`config.mk`:
```
export PLATFORM = sky130hd
export DESIGN_NAME = qcsdc_top
export DESIGN_NICKNAME = d
export VERILOG_FILES = /design/src/inc/qcsdc_pkg.sv /design/src/inc/qcsdc_stream_if.sv /design/src/qcsdc_buf.sv /design/src/qcsdc_top.sv
export VERILOG_INCLUDE_DIRS = /design/src /design/src/inc
export SDC_FILE = /design/constraint.sdc
export NUM_CORES = 1
export LEC_CHECK = 0
export ABC_AREA = 1
export BUFFER_PORTS_ARGS = -buffer_cell sky130_fd_sc_hd__buf_2
export CAP_MARGIN = 10
export CORE_MARGIN = 5
export CORE_UTILIZATION = 54
export CTS_CLUSTER_DIAMETER = 120
export CTS_CLUSTER_SIZE = 28
export DETAILED_ROUTE_END_ITERATION = 8
export GPL_TIMING_DRIVEN = 0
export PLACE_DENSITY = 0.78
export SLEW_MARGIN = 40
export SYNTH_ARGS = -nofsm -noshare
export SYNTH_HDL_FRONTEND = slang
export SYNTH_HIERARCHICAL = 1
export SYNTH_SLANG_ARGS = --single-unit
```
`constraint.sdc`:
```
create_clock -name clk -period 2.2 [get_ports clk]
set_input_delay 0.22 -clock clk [delete_from_list [all_inputs] [get_ports clk]]
set_output_delay 0.22 -clock clk [all_outputs]
set_load 0.05 [all_outputs]
```
`src/inc/qcsdc_params.svh`:
```
// qcsdc_params.svh: register map, field positions, reset values for the select control.
// assumes a 32-bit Avalon-MM slave with byte addresses and one select line.
`ifndef QCSDC_PARAMS_SVH
`define QCSDC_PARAMS_SVH

`define QCSDC_OFF_CTRL 4'h0
`define QCSDC_OFF_MODE 4'h4
`define QCSDC_OFF_TXD 4'h8
`define QCSDC_OFF_STAT 4'hC

`define QCSDC_CTRL_FINAL 0
`define QCSDC_MODE_HOLD_LO 0
`define QCSDC_MODE_HOLD_HI 1
`define QCSDC_MODE_DLY_LO 8
`define QCSDC_MODE_DLY_HI 15
`define QCSDC_STAT_EMPTY 0
`define QCSDC_STAT_SEL 1
`define QCSDC_STAT_BUSY 2
`define QCSDC_STAT_FINAL 3

`define QCSDC_RST_HOLD 2'h0
`define QCSDC_RST_DLY 8'h00
`define QCSDC_HOLD_AUTO 2'h0
`define QCSDC_HOLD_KEEP 2'h1
`define QCSDC_HOLD_EACH 2'h2

`endif

```
`src/inc/qcsdc_pkg.sv`:
```
// qcsdc_pkg: types shared by the select control files.
// assumes qcsdc_params.svh supplies the numeric constants.
package qcsdc_pkg;
   typedef enum logic [2:0] {
      QCSDC_IDLE, QCSDC_SHIFT, QCSDC_GAP, QCSDC_HOLDSEL, QCSDC_DESEL
   } qcsdc_state_t;
endpackage : qcsdc_pkg

```
`src/inc/qcsdc_stream_if.sv`:
```
// qcsdc_stream_if: valid/ready word stream between the select control and its buffer.
// assumes both ends run on the same clock.
`timescale 1ns/10ps
interface qcsdc_stream_if #(parameter int WIDTH = 8);
   logic [WIDTH-1:0] data;
   logic valid;
   logic ready;
   modport src (output data, output valid, input ready);
   modport snk (input data, input valid, output ready);
endinterface : qcsdc_stream_if

```
`src/qcsdc_buf.sv`:
```
// qcsdc_buf: small first-in first-out buffer for words waiting to be shifted.
// assumes synchronous active-high reset and one clock.
`timescale 1ns/10ps
module qcsdc_buf #(
   parameter int WIDTH = 8,
   parameter int DEPTH = 2
) (
   // clock and reset
   input wire logic clk,
   input wire logic srst,
   // streams
   qcsdc_stream_if.snk fill,
   qcsdc_stream_if.src drain
);
   localparam int AW = (DEPTH > 1) ? $clog2(DEPTH) : 1;

   logic [WIDTH-1:0] mem [DEPTH];
   logic [AW-1:0] wrPtr_r, wrPtr_nxt, rdPtr_r, rdPtr_nxt;
   logic [AW:0] count_r, count_nxt;
   logic push, pop;

   function automatic logic [AW-1:0] bump(input logic [AW-1:0] p);
      bump = (p == AW'(DEPTH - 1)) ? '0 : AW'(p + 1'b1);
   endfunction : bump

   assign fill.ready = (count_r != (AW + 1)'(DEPTH));
   assign drain.valid = (count_r != '0);
   assign drain.data = mem[rdPtr_r];
   assign push = fill.valid && fill.ready;
   assign pop = drain.valid && drain.ready;

   always_comb begin
      wrPtr_nxt = push ? bump(wrPtr_r) : wrPtr_r;
      rdPtr_nxt = pop ? bump(rdPtr_r) : rdPtr_r;
      count_nxt = count_r;
      if (push && !pop) begin
         count_nxt = (AW + 1)'(count_r + 1'b1);
      end else if (pop && !push) begin
         count_nxt = (AW + 1)'(count_r - 1'b1);
      end
   end

   always_ff @(posedge clk) begin
      if (srst) begin
         wrPtr_r <= '0;
         rdPtr_r <= '0;
         count_r <= '0;
      end else begin
         wrPtr_r <= wrPtr_nxt;
         rdPtr_r <= rdPtr_nxt;
         count_r <= count_nxt;
      end
      if (push) begin
         mem[wrPtr_r] <= fill.data;
      end
   end
endmodule : qcsdc_buf

```
`src/qcsdc_top.sv`:
```
// qcsdc_top: serial flash master transmit path with select hold control.
// assumes an Avalon-MM master on clk and a link clock input from outside this domain.
//
// Overview of operation
// the holding-empty flag shows that a word has left the holding buffer for the shifter; here it is high while the buffer has a free entry.
// a word queued before the current transfer ends keeps the select low across both; here in hold modes 0 and 1, while mode 2 releases after each word.
// the flash select output is active low, low selects and high releases.
// in hold mode 1 the select stays low with no new word until a final command ends it.
// the host writes the final command with or after the last word to get a release.
// a DMA engine reloads the holding buffer as soon as the empty flag requests it.
// in hold mode 0 the select release depends only on whether a word was reloaded in time.
// in hold mode 2 the select is released after every word.
// a programmable gap follows each word, zero giving the shortest reload window.
// in hold mode 0 an empty buffer at the end of a word releases the select after the gap.
//
// The Avalon-MM register port and the register addresses are this design's own decisions.
`timescale 1ns/10ps
`include "qcsdc_params.svh"
module qcsdc_top
   import qcsdc_pkg::*;
#(
   parameter int WIDTH = 8,
   parameter int DEPTH = 2
) (
   // clock and reset
   input wire logic clk,
   input wire logic srst,
   // avalon-mm slave
   input wire logic [3:0] address,
   input wire logic read,
   input wire logic write,
   input wire logic [31:0] writedata,
   output logic [31:0] readdata,
   output logic waitrequest,
   // link clock from outside
   input wire logic linkClk,
   // flash pins
   output logic serialFlashSelectN,
   output logic flashClk,
   output logic flashDataOut,
   // dma request
   output logic holdingEmptyFlag
);
   localparam int CW = $clog2(WIDTH + 1);

   qcsdc_stream_if #(.WIDTH(WIDTH)) toBuf ();
   qcsdc_stream_if #(.WIDTH(WIDTH)) fromBuf ();

   qcsdc_buf #(.WIDTH(WIDTH), .DEPTH(DEPTH)) u_buf (
      .clk(clk),
      .srst(srst),
      .fill(toBuf.snk),
      .drain(fromBuf.src)
   );

   function automatic logic regHit(input logic [3:0] a, input logic [3:0] off);
      regHit = (a == off);
   endfunction : regHit

   qcsdc_state_t state_r, state_nxt;
   logic [1:0] holdMode_r, holdMode_nxt;
   logic [7:0] gapDelay_r, gapDelay_nxt, gapCnt_r, gapCnt_nxt;
   logic finalReq_r, finalReq_nxt;
   logic [WIDTH-1:0] shift_r, shift_nxt;
   logic [CW-1:0] bitCnt_r, bitCnt_nxt;
   logic selN_r, selN_nxt, sck_r, sck_nxt, dout_r, dout_nxt;
   logic wait_r, wait_nxt, empty_r, empty_nxt;
   logic [31:0] rdata_r, rdata_nxt;
   logic sync1_r, sync2_r, sync3_r;
   logic linkRise, linkFall, acc, wrCommit, finalClr, loadNow;

   assign linkRise = sync2_r && !sync3_r;
   assign linkFall = !sync2_r && sync3_r;
   assign acc = (read || write) && wait_r;
   assign wrCommit = write && !wait_r;

   // tx write only commits once buffer space was seen, stalling the master otherwise
   assign toBuf.valid = wrCommit && regHit(address, `QCSDC_OFF_TXD);
   assign toBuf.data = writedata[WIDTH-1:0];
   assign fromBuf.ready = loadNow;

   // bus slave: waitrequest drops for one cycle per request
   always_comb begin
      wait_nxt = 1'b1;
      rdata_nxt = rdata_r;
      holdMode_nxt = holdMode_r;
      gapDelay_nxt = gapDelay_r;
      if (acc && !(write && regHit(address, `QCSDC_OFF_TXD) && !toBuf.ready)) begin
         wait_nxt = 1'b0;
      end
      if (acc && read) begin
         rdata_nxt = '0;
         if (regHit(address, `QCSDC_OFF_MODE)) begin
            rdata_nxt[`QCSDC_MODE_HOLD_HI:`QCSDC_MODE_HOLD_LO] = holdMode_r;
            rdata_nxt[`QCSDC_MODE_DLY_HI:`QCSDC_MODE_DLY_LO] = gapDelay_r;
         end else if (regHit(address, `QCSDC_OFF_STAT)) begin
            rdata_nxt[`QCSDC_STAT_EMPTY] = empty_r;
            rdata_nxt[`QCSDC_STAT_SEL] = selN_r;
            rdata_nxt[`QCSDC_STAT_BUSY] = (state_r != QCSDC_IDLE);
            rdata_nxt[`QCSDC_STAT_FINAL] = finalReq_r;
         end
      end
      if (wrCommit && regHit(address, `QCSDC_OFF_MODE)) begin
         holdMode_nxt = writedata[`QCSDC_MODE_HOLD_HI:`QCSDC_MODE_HOLD_LO];
         gapDelay_nxt = writedata[`QCSDC_MODE_DLY_HI:`QCSDC_MODE_DLY_LO];
      end
   end

   always_ff @(posedge clk) begin
      if (srst) begin
         wait_r <= 1'b1;
         rdata_r <= '0;
         holdMode_r <= `QCSDC_RST_HOLD;
         gapDelay_r <= `QCSDC_RST_DLY;
      end else begin
         wait_r <= wait_nxt;
         rdata_r <= rdata_nxt;
         holdMode_r <= holdMode_nxt;
         gapDelay_r <= gapDelay_nxt;
      end
   end

   // link clock synchroniser, edges found on the second and third stage
   always_ff @(posedge clk) begin
      if (srst) begin
         sync1_r <= 1'b0;
         sync2_r <= 1'b0;
         sync3_r <= 1'b0;
      end else begin
         sync1_r <= linkClk;
         sync2_r <= sync1_r;
         sync3_r <= sync2_r;
      end
   end

   // select and shift sequencing
   always_comb begin
      state_nxt = state_r;
      shift_nxt = shift_r;
      bitCnt_nxt = bitCnt_r;
      gapCnt_nxt = gapCnt_r;
      selN_nxt = selN_r;
      sck_nxt = 1'b0;
      dout_nxt = dout_r;
      loadNow = 1'b0;
      finalClr = 1'b0;
      empty_nxt = toBuf.ready;
      case (state_r)
         QCSDC_IDLE: begin
            if (fromBuf.valid) begin
               loadNow = 1'b1;
               selN_nxt = 1'b0;
            end
         end
         QCSDC_SHIFT: begin
            // clock follows link edges only, so a word loaded mid-high gives no runt rise
            sck_nxt = linkRise ? 1'b1 : (linkFall ? 1'b0 : sck_r);
            if (linkRise) begin
               bitCnt_nxt = CW'(bitCnt_r + 1'b1);
            end
            if (linkFall && bitCnt_r == CW'(WIDTH)) begin
               sck_nxt = 1'b0;
               gapCnt_nxt = '0;
               state_nxt = QCSDC_GAP;
            end else if (linkFall && bitCnt_r != '0) begin
               // a fall before the first rise must not drop the msb
               shift_nxt = {shift_r[WIDTH-2:0], 1'b0};
               dout_nxt = shift_r[WIDTH-2];
            end
         end
         QCSDC_GAP: begin
            if (gapCnt_r != gapDelay_r) begin
               if (linkRise) begin
                  gapCnt_nxt = gapCnt_r + 8'h01;
               end
            end else if (holdMode_r == `QCSDC_HOLD_EACH) begin
               selN_nxt = 1'b1;
               finalClr = !fromBuf.valid;
               state_nxt = QCSDC_DESEL;
            end else if (fromBuf.valid) begin
               loadNow = 1'b1;
            end else if (holdMode_r == `QCSDC_HOLD_KEEP && !finalReq_r) begin
               state_nxt = QCSDC_HOLDSEL;
            end else begin
               selN_nxt = 1'b1;
               finalClr = 1'b1;
               state_nxt = QCSDC_DESEL;
            end
         end
         QCSDC_HOLDSEL: begin
            if (fromBuf.valid) begin
               loadNow = 1'b1;
            end else if (finalReq_r) begin
               selN_nxt = 1'b1;
               finalClr = 1'b1;
               state_nxt = QCSDC_DESEL;
            end
         end
         QCSDC_DESEL: begin
            // select stays high until the next link rise
            if (linkRise) begin
               state_nxt = QCSDC_IDLE;
            end
         end
         default: begin
            selN_nxt = 1'b1;
            state_nxt = QCSDC_IDLE;
         end
      endcase
      if (loadNow) begin
         shift_nxt = fromBuf.data;
         dout_nxt = fromBuf.data[WIDTH-1];
         bitCnt_nxt = '0;
         state_nxt = QCSDC_SHIFT;
      end
      // a final command arriving with a clear wins
      finalReq_nxt = finalReq_r && !finalClr;
      if (wrCommit && regHit(address, `QCSDC_OFF_CTRL) && writedata[`QCSDC_CTRL_FINAL]) begin
         finalReq_nxt = 1'b1;
      end
   end

   always_ff @(posedge clk) begin
      if (srst) begin
         state_r <= QCSDC_IDLE;
         shift_r <= '0;
         bitCnt_r <= '0;
         gapCnt_r <= '0;
         selN_r <= 1'b1;
         sck_r <= 1'b0;
         dout_r <= 1'b0;
         finalReq_r <= 1'b0;
         empty_r <= 1'b1;
      end else begin
         state_r <= state_nxt;
         shift_r <= shift_nxt;
         bitCnt_r <= bitCnt_nxt;
         gapCnt_r <= gapCnt_nxt;
         selN_r <= selN_nxt;
         sck_r <= sck_nxt;
         dout_r <= dout_nxt;
         finalReq_r <= finalReq_nxt;
         empty_r <= empty_nxt;
      end
   end

   assign readdata = rdata_r;
   assign waitrequest = wait_r;
   assign serialFlashSelectN = selN_r;
   assign flashClk = sck_r;
   assign flashDataOut = dout_r;
   assign holdingEmptyFlag = empty_r;
endmodule : qcsdc_top

```
==> key figures, run 1 <==
Route
  • Iter 0 DRT Violations: 143
  • Total number of vias: 3009
  • Met3 Wirelength: around 490 microns
  • Max layer used: met4
  • WL final: between 7 and 8 mm
  • Via-to-Cell Ratio: between 4 and 5
  • Avg WL per Cell: approximately 12 microns
  • Metal-1 WL: roughly 3.4 mm
  • TritonRoute pass-1 iters: 4
  • # DRC: 0
  • Met2 wire len: around 3.5 mm
  • DRT antenna net count: 0

Die
  • Die area: around 8400 sq um
  • Die height: ~91 microns
  • I/O pin count: 78
  • Row cnt: 29
  • Die Wd: roughly 91 microns
  • Starting Density: 0.561
  • Core Region: 6390 sq um

Power and ir drop
  • Psw: between 0.8 and 0.9 mW
  • Pwr dens: between 600 and 700 nW/um^2
  • Worst vdd ir: between 0.4 and 0.5 mV
  • P_leak: 1.78 nW
  • Pint: just over 2 mW
  • Share of total power in the clock network: 0.331
  • Sequential group share of total power: 0.507
  • Power share of the combinational group: 0.162
  • Sw Share: 0.284

Global routing
  • First-pass GRT wire length: 12.8 mm
  • Tot GR Track Use: 0.186
  • Antenna violations before repair: 0
  • Vias in the first global route: around 2.9k
  • Total grt overflow: 0
  • Largest net degree at the start of global routing: 13

Min path
  • Worst hold path class: primary input to flop
  • Hold depth: 1

Place
  • Dpl cell area: 3960 sq um
  • GPL Wtd Cong: a little over 0.9
  • Placed Cells incl. Taps: ~590
  • I/O Buffers: 41
  • DP Worst Slack: roughly 29 ps
  • Hpwl dp: around 5.7 mm

Synthesis
  • XOR/XNOR share of the synthesized area: 0.0244
  • Syn Inst Count: approximately 450
  • FF+latch count, synth: 74
  • Ys async rst share: 0
  • Mux share of post-synthesis cell area: 0.0251
  • Synth top area share: 0.324
  • Syn_area_per_cell: around 8 sq um
  • Unique masters post-synth: 37
  • YS warnings: 6
  • Area fraction in compound gates after synthesis: 0.0992
  • Number of synthesized flops with an enable pin: 16
  • Most common cell in the netlist: nand2_1
  • Commonest cells in the netlist: nand2_1 (91), dfxtp_1 (58), inv_1 (47), nor2_1 (47), a21oi_1 (39)
  • Top post-synthesis cells by area: dfxtp_1 (32%), edfxtp_1 (13%), nand2_1 (9.5%)
  • Area leader, netlist: dfxtp_1
  • Synth Area in Simple Gates: 0.262
  • Top FF cell, synth: dfxtp_1
  • Adder and majority cell fraction of the synthesized area: 0.0210
  • Cell Area, Synth: between 3000 and 4000 sq um
  • Post-synthesis sequential area ratio: 0.458
  • Main combinational cell family by area after synthesis: simple AND/OR/NAND/NOR gates

Clock network
  • Clock transition at path regs: around 70 ps
  • TritonCTS buffer count: 9
  • Clk Latency, worst-skew pair: 340 ps
  • Max Root-Sink Buffers: 2
  • Clk root buf: clkbuf_8
  • Clock sinks: 74
  • Hold buffers post-CTS: 0
  • H-tree Lvls: 3
  • TritonCTS clock tree: done

STA
  • F_max: roughly 500 MHz
  • Setup violations, final: 0
  • Headroom to the max-slew limit: 0.476
  • Worst Slack Setup Final: between 150 and 200 ps
  • Final setup TNS: 0 ps
  • RSZ-0062 raised after global routing: false
  • Final hold vios: 0
  • Final period utilization: 0.914
  • Fin crit period: slightly above 2000 ps
  • Worst Max-Slew Pin Slew: approximately 800 ps
  • Clk_skew: 5.25 ps
  • Max Transition Viols Final: 0

Layout
  • Final Non-Filler Cells: roughly 600
  • Design area: 4160 sq um
  • Antenna diodes: 0
  • Syn-to-layout area delta: 16.2%
  • Final Util: 0.652
  • # nets final: 569
  • Layout cell share with drive strength beyond 1: 0.221

Critical path
  • R2r startpoint: waitrequest
  • Crit end category: flop
  • Reg2Reg Depth: 5
  • CP endpoint: u_buf/mem[0][3]
  • Max FO, Critical Path: 8
  • Crit Path Class: flop to flop
  • CP startpoint kind: flop
  • R2R Setup Slk: around 190 ps
  • Critical-path cell list: nor2_1 > inv_1 > nor4_1 > nand2_4 > nor2_1
  • WP depth: 5
  • Crit path max-delay cell type: nor2_1
  • Family with the most delay on the worst path: simple AND/OR/NAND/NOR gates
  • Required @ worst endpoint: approximately 2200 ps
  • Sum of buffers and inverters on the critical path: 1
  • Crit. Startpoint: waitrequest
  • CP arrival: between 1500 and 2000 ps
  • CP max stage delay: roughly 600 ps
  • R2r endpoint: u_buf/mem[0][3]
  • Crit path top cell by count: nor2_1

Run status
  • Outcome: completed

Run
  • Max-cap violations: 0
layer usage:
layer | vias to the layer above | GRT usage
li1 | 1562 | -
met1 | 1349 | 0.233
met2 | 85 | 0.305
met3 | 13 | 0.0504
met4 | 0 | 0.0709
met5 | - | 0
cells in the final DEF, fill, tap and decap left out, drive strengths merged:
master	synthesis	layout
dfxtp	58	58
nand3b	1	1
edfxtp	16	16
nor2	54	54
nor4	1	1
xnor2	7	7
clkinv	2	2
conb	1	20
nor3	8	8
inv	53	53
o21ai	20	20
buf	21	65
a22oi	1	1
mux2	8	8
nand2	100	100
ha	6	6
xor2	3	3
a21oi	40	40
a31oi	2	2
a21boi	3	3
nand4	8	8
nand3	27	27
clkbuf	7	22
nor3b	1	1
state kept, by name, summed over array words and instances, names as in the netlist, 2 cells and up, named ones only:
register and cells:
bitCnt_r 4, gapCnt_r 8, gapDelay_r 8, holdMode_r 2
readdata 12, shift_r 7, state_r 3, u_buf/count_r 2
u_buf/mem 16
logic make-up after synthesis:
logic type      Yosys count
other cells               1
buf+inv                  83
compound gates           66
flops                    74
simple gates            200
mux                       8
xor+xnor                 10
fa+ha+maj                 6
area by class of cell:
class | count | area, sq um
buffer | 28 | 181
clock buffer | 15 | 176
fill | 556 | 2220
inverter | 55 | 210
multi-input combinational | 310 | 1630
sequential | 74 | 1640
tap | 77 | 96.3
timing repair buffer | 44 | 228
worst min-delay path by stage:
stage                             from         endpoint  slack (ps)
after floorplan           writedata[0]  u_buf/mem[0][0]         320
after global placement         sync1_r          sync2_r         390
after detailed placement       sync1_r          sync2_r         390
after CTS                 writedata[4]  u_buf/mem[0][4]          60
after global routing      writedata[4]  u_buf/mem[0][4]          50
final                     writedata[6]  u_buf/mem[0][6]          70
power groups by stage:
stage | Sequential (mW) | Clock [mW] | Combinational [mW]
detailed placement | 1.47 | 0 | 0.449
global route | 1.44 | 1.03 | 0.503
CTS | 1.44 | 0.956 | 0.453
floorplan | 1.50 | 0 | 0.322
global placement | 1.47 | 0 | 0.440
finish | 1.44 | 0.941 | 0.460
what timing repair did:
action,4_1_cts,5_1_grt
gates resized for setup,0,2
setup buffers,0,3
hold endpoints to repair,0,0
setup endpoints to repair,0,2
per-stage QoR:
stage | hold WS [ps] | power (mW)
finish | 69.0 | 2.84
global route | 49.1 | 2.97
CTS | 60.9 | 2.85
detailed placement | 393 | 1.92
global placement | 394 | 1.91
floorplan | 319 | 1.82
worst register-to-register path, delay by kind of cell, from the launching register on:
kind | cells | cell delay [ps]
flip-flops | 1 | 330
buffers and inverters | 1 | 70
AND/OR/NAND/NOR | 4 | 1250
Power figures use the tool's default switching activity.
==> run 2: changes to the inputs <==
--- a/config.mk
+++ b/config.mk
@@ -9,13 +9,15 @@
 export ABC_AREA = 1
 export BUFFER_PORTS_ARGS = -buffer_cell sky130_fd_sc_hd__buf_2
 export CAP_MARGIN = 10
-export CORE_MARGIN = 5
-export CORE_UTILIZATION = 54
+export CELL_PAD_IN_SITES_DETAIL_PLACEMENT = 1
+export CELL_PAD_IN_SITES_GLOBAL_PLACEMENT = 1
+export CORE_MARGIN = 1.5
+export CORE_UTILIZATION = 40
 export CTS_CLUSTER_DIAMETER = 120
 export CTS_CLUSTER_SIZE = 28
 export DETAILED_ROUTE_END_ITERATION = 8
 export GPL_TIMING_DRIVEN = 0
-export PLACE_DENSITY = 0.78
+export PLACE_DENSITY = 0.79
 export SLEW_MARGIN = 40
 export SYNTH_ARGS = -nofsm -noshare
 export SYNTH_HDL_FRONTEND = slang
==> run 2 against run 1 <==
Wire length rose by 22%. Global-route usage is 1.9 points higher. Clock power up 12%. Maximum frequency shrank 1.4%. Register-to-register slack got worse by 30 ps. Sequential power about the same. Worst hold slack lost 36 ps. Count of clock-buffer cells in the layout decreased by 6. Critical endpoint is now u_buf/mem[0][6].
==> key figures, run 2 (synthesis results as in run 1) <==
Power and ir drop
  • PnR Total Power: about 3 mW
  • Pint: approximately 2.0 mW
  • Power share of the combinational group: 0.159
  • Sw Share: 0.332
  • Worst vdd ir: 0.351 mV
  • Share of total power in the clock network: 0.354
  • Sequential group share of total power: 0.487
  • Psw: 0.982 mW
  • Pwr dens: 703 nW/um^2
  • P_leak: roughly 1.8 nW

Die
  • Core Region: about 8700 sq um
  • I/O pin count: 78
  • Die Wd: between 90 and 100 microns
  • Starting Density: 0.413
  • Die area: ~9500 sq um
  • Row cnt: 34
  • Die height: 97.6 microns

STA
  • Fin crit period: between 2000 and 2500 ps
  • Final hold vios: 0
  • Worst-case hold slack: between 30 and 40 ps
  • Max Transition Viols Final: 0
  • F_max: ~490 MHz
  • Final period utilization: 0.927
  • RSZ-0062 raised after global routing: true
  • Headroom to the max-slew limit: 0.522
  • Worst Max-Slew Pin Slew: a little over 700 ps
  • Setup violations, final: 0
  • Clk_skew: 12.3 ps

Route
  • Iter 0 DRT Violations: 101
  • Via-to-Cell Ratio: 4.91
  • TritonRoute pass-1 iters: 5
  • DRT antenna net count: 0
  • # DRC: 0
  • WL final: 9.13 mm
  • Total number of vias: between 3k and 4k
  • Avg WL per Cell: roughly 14 microns

Layout
  • Layout cell share with drive strength beyond 1: 0.230
  • Syn-to-layout area delta: 17.4%
  • Antenna diodes: 0
  • Final Util: 0.485
  • Register area: around 1600 sq um
  • # nets final: 567
  • Max reg flops: 16
  • Top reg by flops: u_buf/mem
  • Most frequent cells in the layout: nand2_1 (90), dfxtp_1 (56), inv_1 (47), nor2_1 (47), buf_2 (42)
  • Filler cells: 1125
  • Most common cell after layout, fill and taps aside: nand2_1
  • Multi-input gate area: approximately 1600 sq um

Critical path
  • CP startpoint kind: flop
  • Crit end category: flop
  • Crit path max-delay cell type: nor2_1
  • Max FO, Critical Path: 8
  • CP arrival: between 2000 and 2500 ps
  • Family with the most delay on the worst path: simple AND/OR/NAND/NOR gates
  • Critical-path cell list: nor2_1 > inv_1 > nor4_1 > nand2_4 > nor2_1
  • Sum of buffers and inverters on the critical path: 1
  • Crit path top cell by count: nor2_1
  • Crit Path Class: flop to flop
  • CP max stage delay: 570 ps
  • Required @ worst endpoint: 2210 ps

Min path
  • Worst hold path class: primary input to flop

Run status
  • Outcome: completed

Place
  • Hpwl dp: just under 7 mm
  • GPL Wtd Cong: roughly 0.84
  • I/O Buffers: just over 40

Global routing
  • Tot GR Track Use: 0.205
  • Total grt overflow: 0
  • Largest net degree at the start of global routing: 17
  • Vias in the first global route: between 3k and 4k
  • Antenna violations before repair: 0
  • First-pass GRT wire length: approximately 16 mm

Clock network
  • TritonCTS buffer count: 9
  • Clk root buf: clkbuf_8
  • Clk Latency, worst-skew pair: 370 ps
  • Clock transition at path regs: approximately 100 ps
  • Clock sinks: 74
  • TritonCTS clock tree: done
  • H-tree Lvls: 3
  • Max Root-Sink Buffers: 2

Run
  • Max-cap violations: 0
-- run 2: cell types whose count changed in the layout (fill, tap and decap cells not counted), sizes merged --
| cell | before | now |
|---|---|---|
| inv | 53 | 58 |
| clkbuf | 22 | 16 |
| clkinv | 2 | 4 |
| buf | 65 | 63 |
-- run 2: routing by layer --
metal | vias up | routed length, microns | track usage
met3 | 10 | 360 | 0.0504
li1 | 1556 | - | -
met1 | 1487 | 4130 | 0.254
met5 | - | 0 | 0
met2 | 58 | 4510 | 0.351
met4 | 0 | 135 | 0.0615
-- run 2: final timing paths --
path	start	to	slack, ps	cells past startpoint
setup / recovery	waitrequest	u_buf/mem[0][6]	160	5
hold reg to reg	sync1_r	sync2_r	410	2
hold / removal	writedata[7]	u_buf/mem[1][7]	30	1
setup reg to reg	waitrequest	u_buf/mem[0][6]	160	5
-- run 2: cell type report --
class | count | area share
repair buffers | 42 | 0.0506
multi-input cells | 310 | 0.388
inverters | 55 | 0.0500
plain buffers | 28 | 0.0431
flip-flops and latches | 74 | 0.391
clock buffers | 9 | 0.0295
well taps | 108 | 0.0321
clock inverters | 7 | 0.0158
-- run 2: through the flow --
step	instances	setup slack [ps]	TNS, ps	instance area (sq um)
after floorplan	467	285	0	3650
after global routing	633	-33.9	-427	4210
after CTS	633	65.6	0	4190
after detailed placement	616	-25.7	-224	3990
after global placement	616	75.1	0	3990
final	633	161	0	4210
-- run 2: worst register-to-register path: cells and delay by family, from the launching register on --
family	cells	cell delay, ps
flip-flops	1	330
buffers and inverters	1	80
AND/OR/NAND/NOR	4	1270
-- run 2: timing repair --
action,CTS,global route
gates resized for setup,1,4
buffers inserted,1,0
hold buffers,0,0
pin swaps,1,0
cloned,0,0
endpoints found under the setup margin,2,18
-- run 2: power by group through the flow --
| stage | Combinational (mW) | Clock (mW) | Sequential, mW |
|---|---|---|---|
| floorplan | 0.322 | 0 | 1.50 |
| global placement | 0.455 | 0 | 1.47 |
| detailed placement | 0.464 | 0 | 1.47 |
| CTS | 0.468 | 1.08 | 1.44 |
| global route | 0.513 | 1.14 | 1.44 |
| finish | 0.469 | 1.05 | 1.44 |
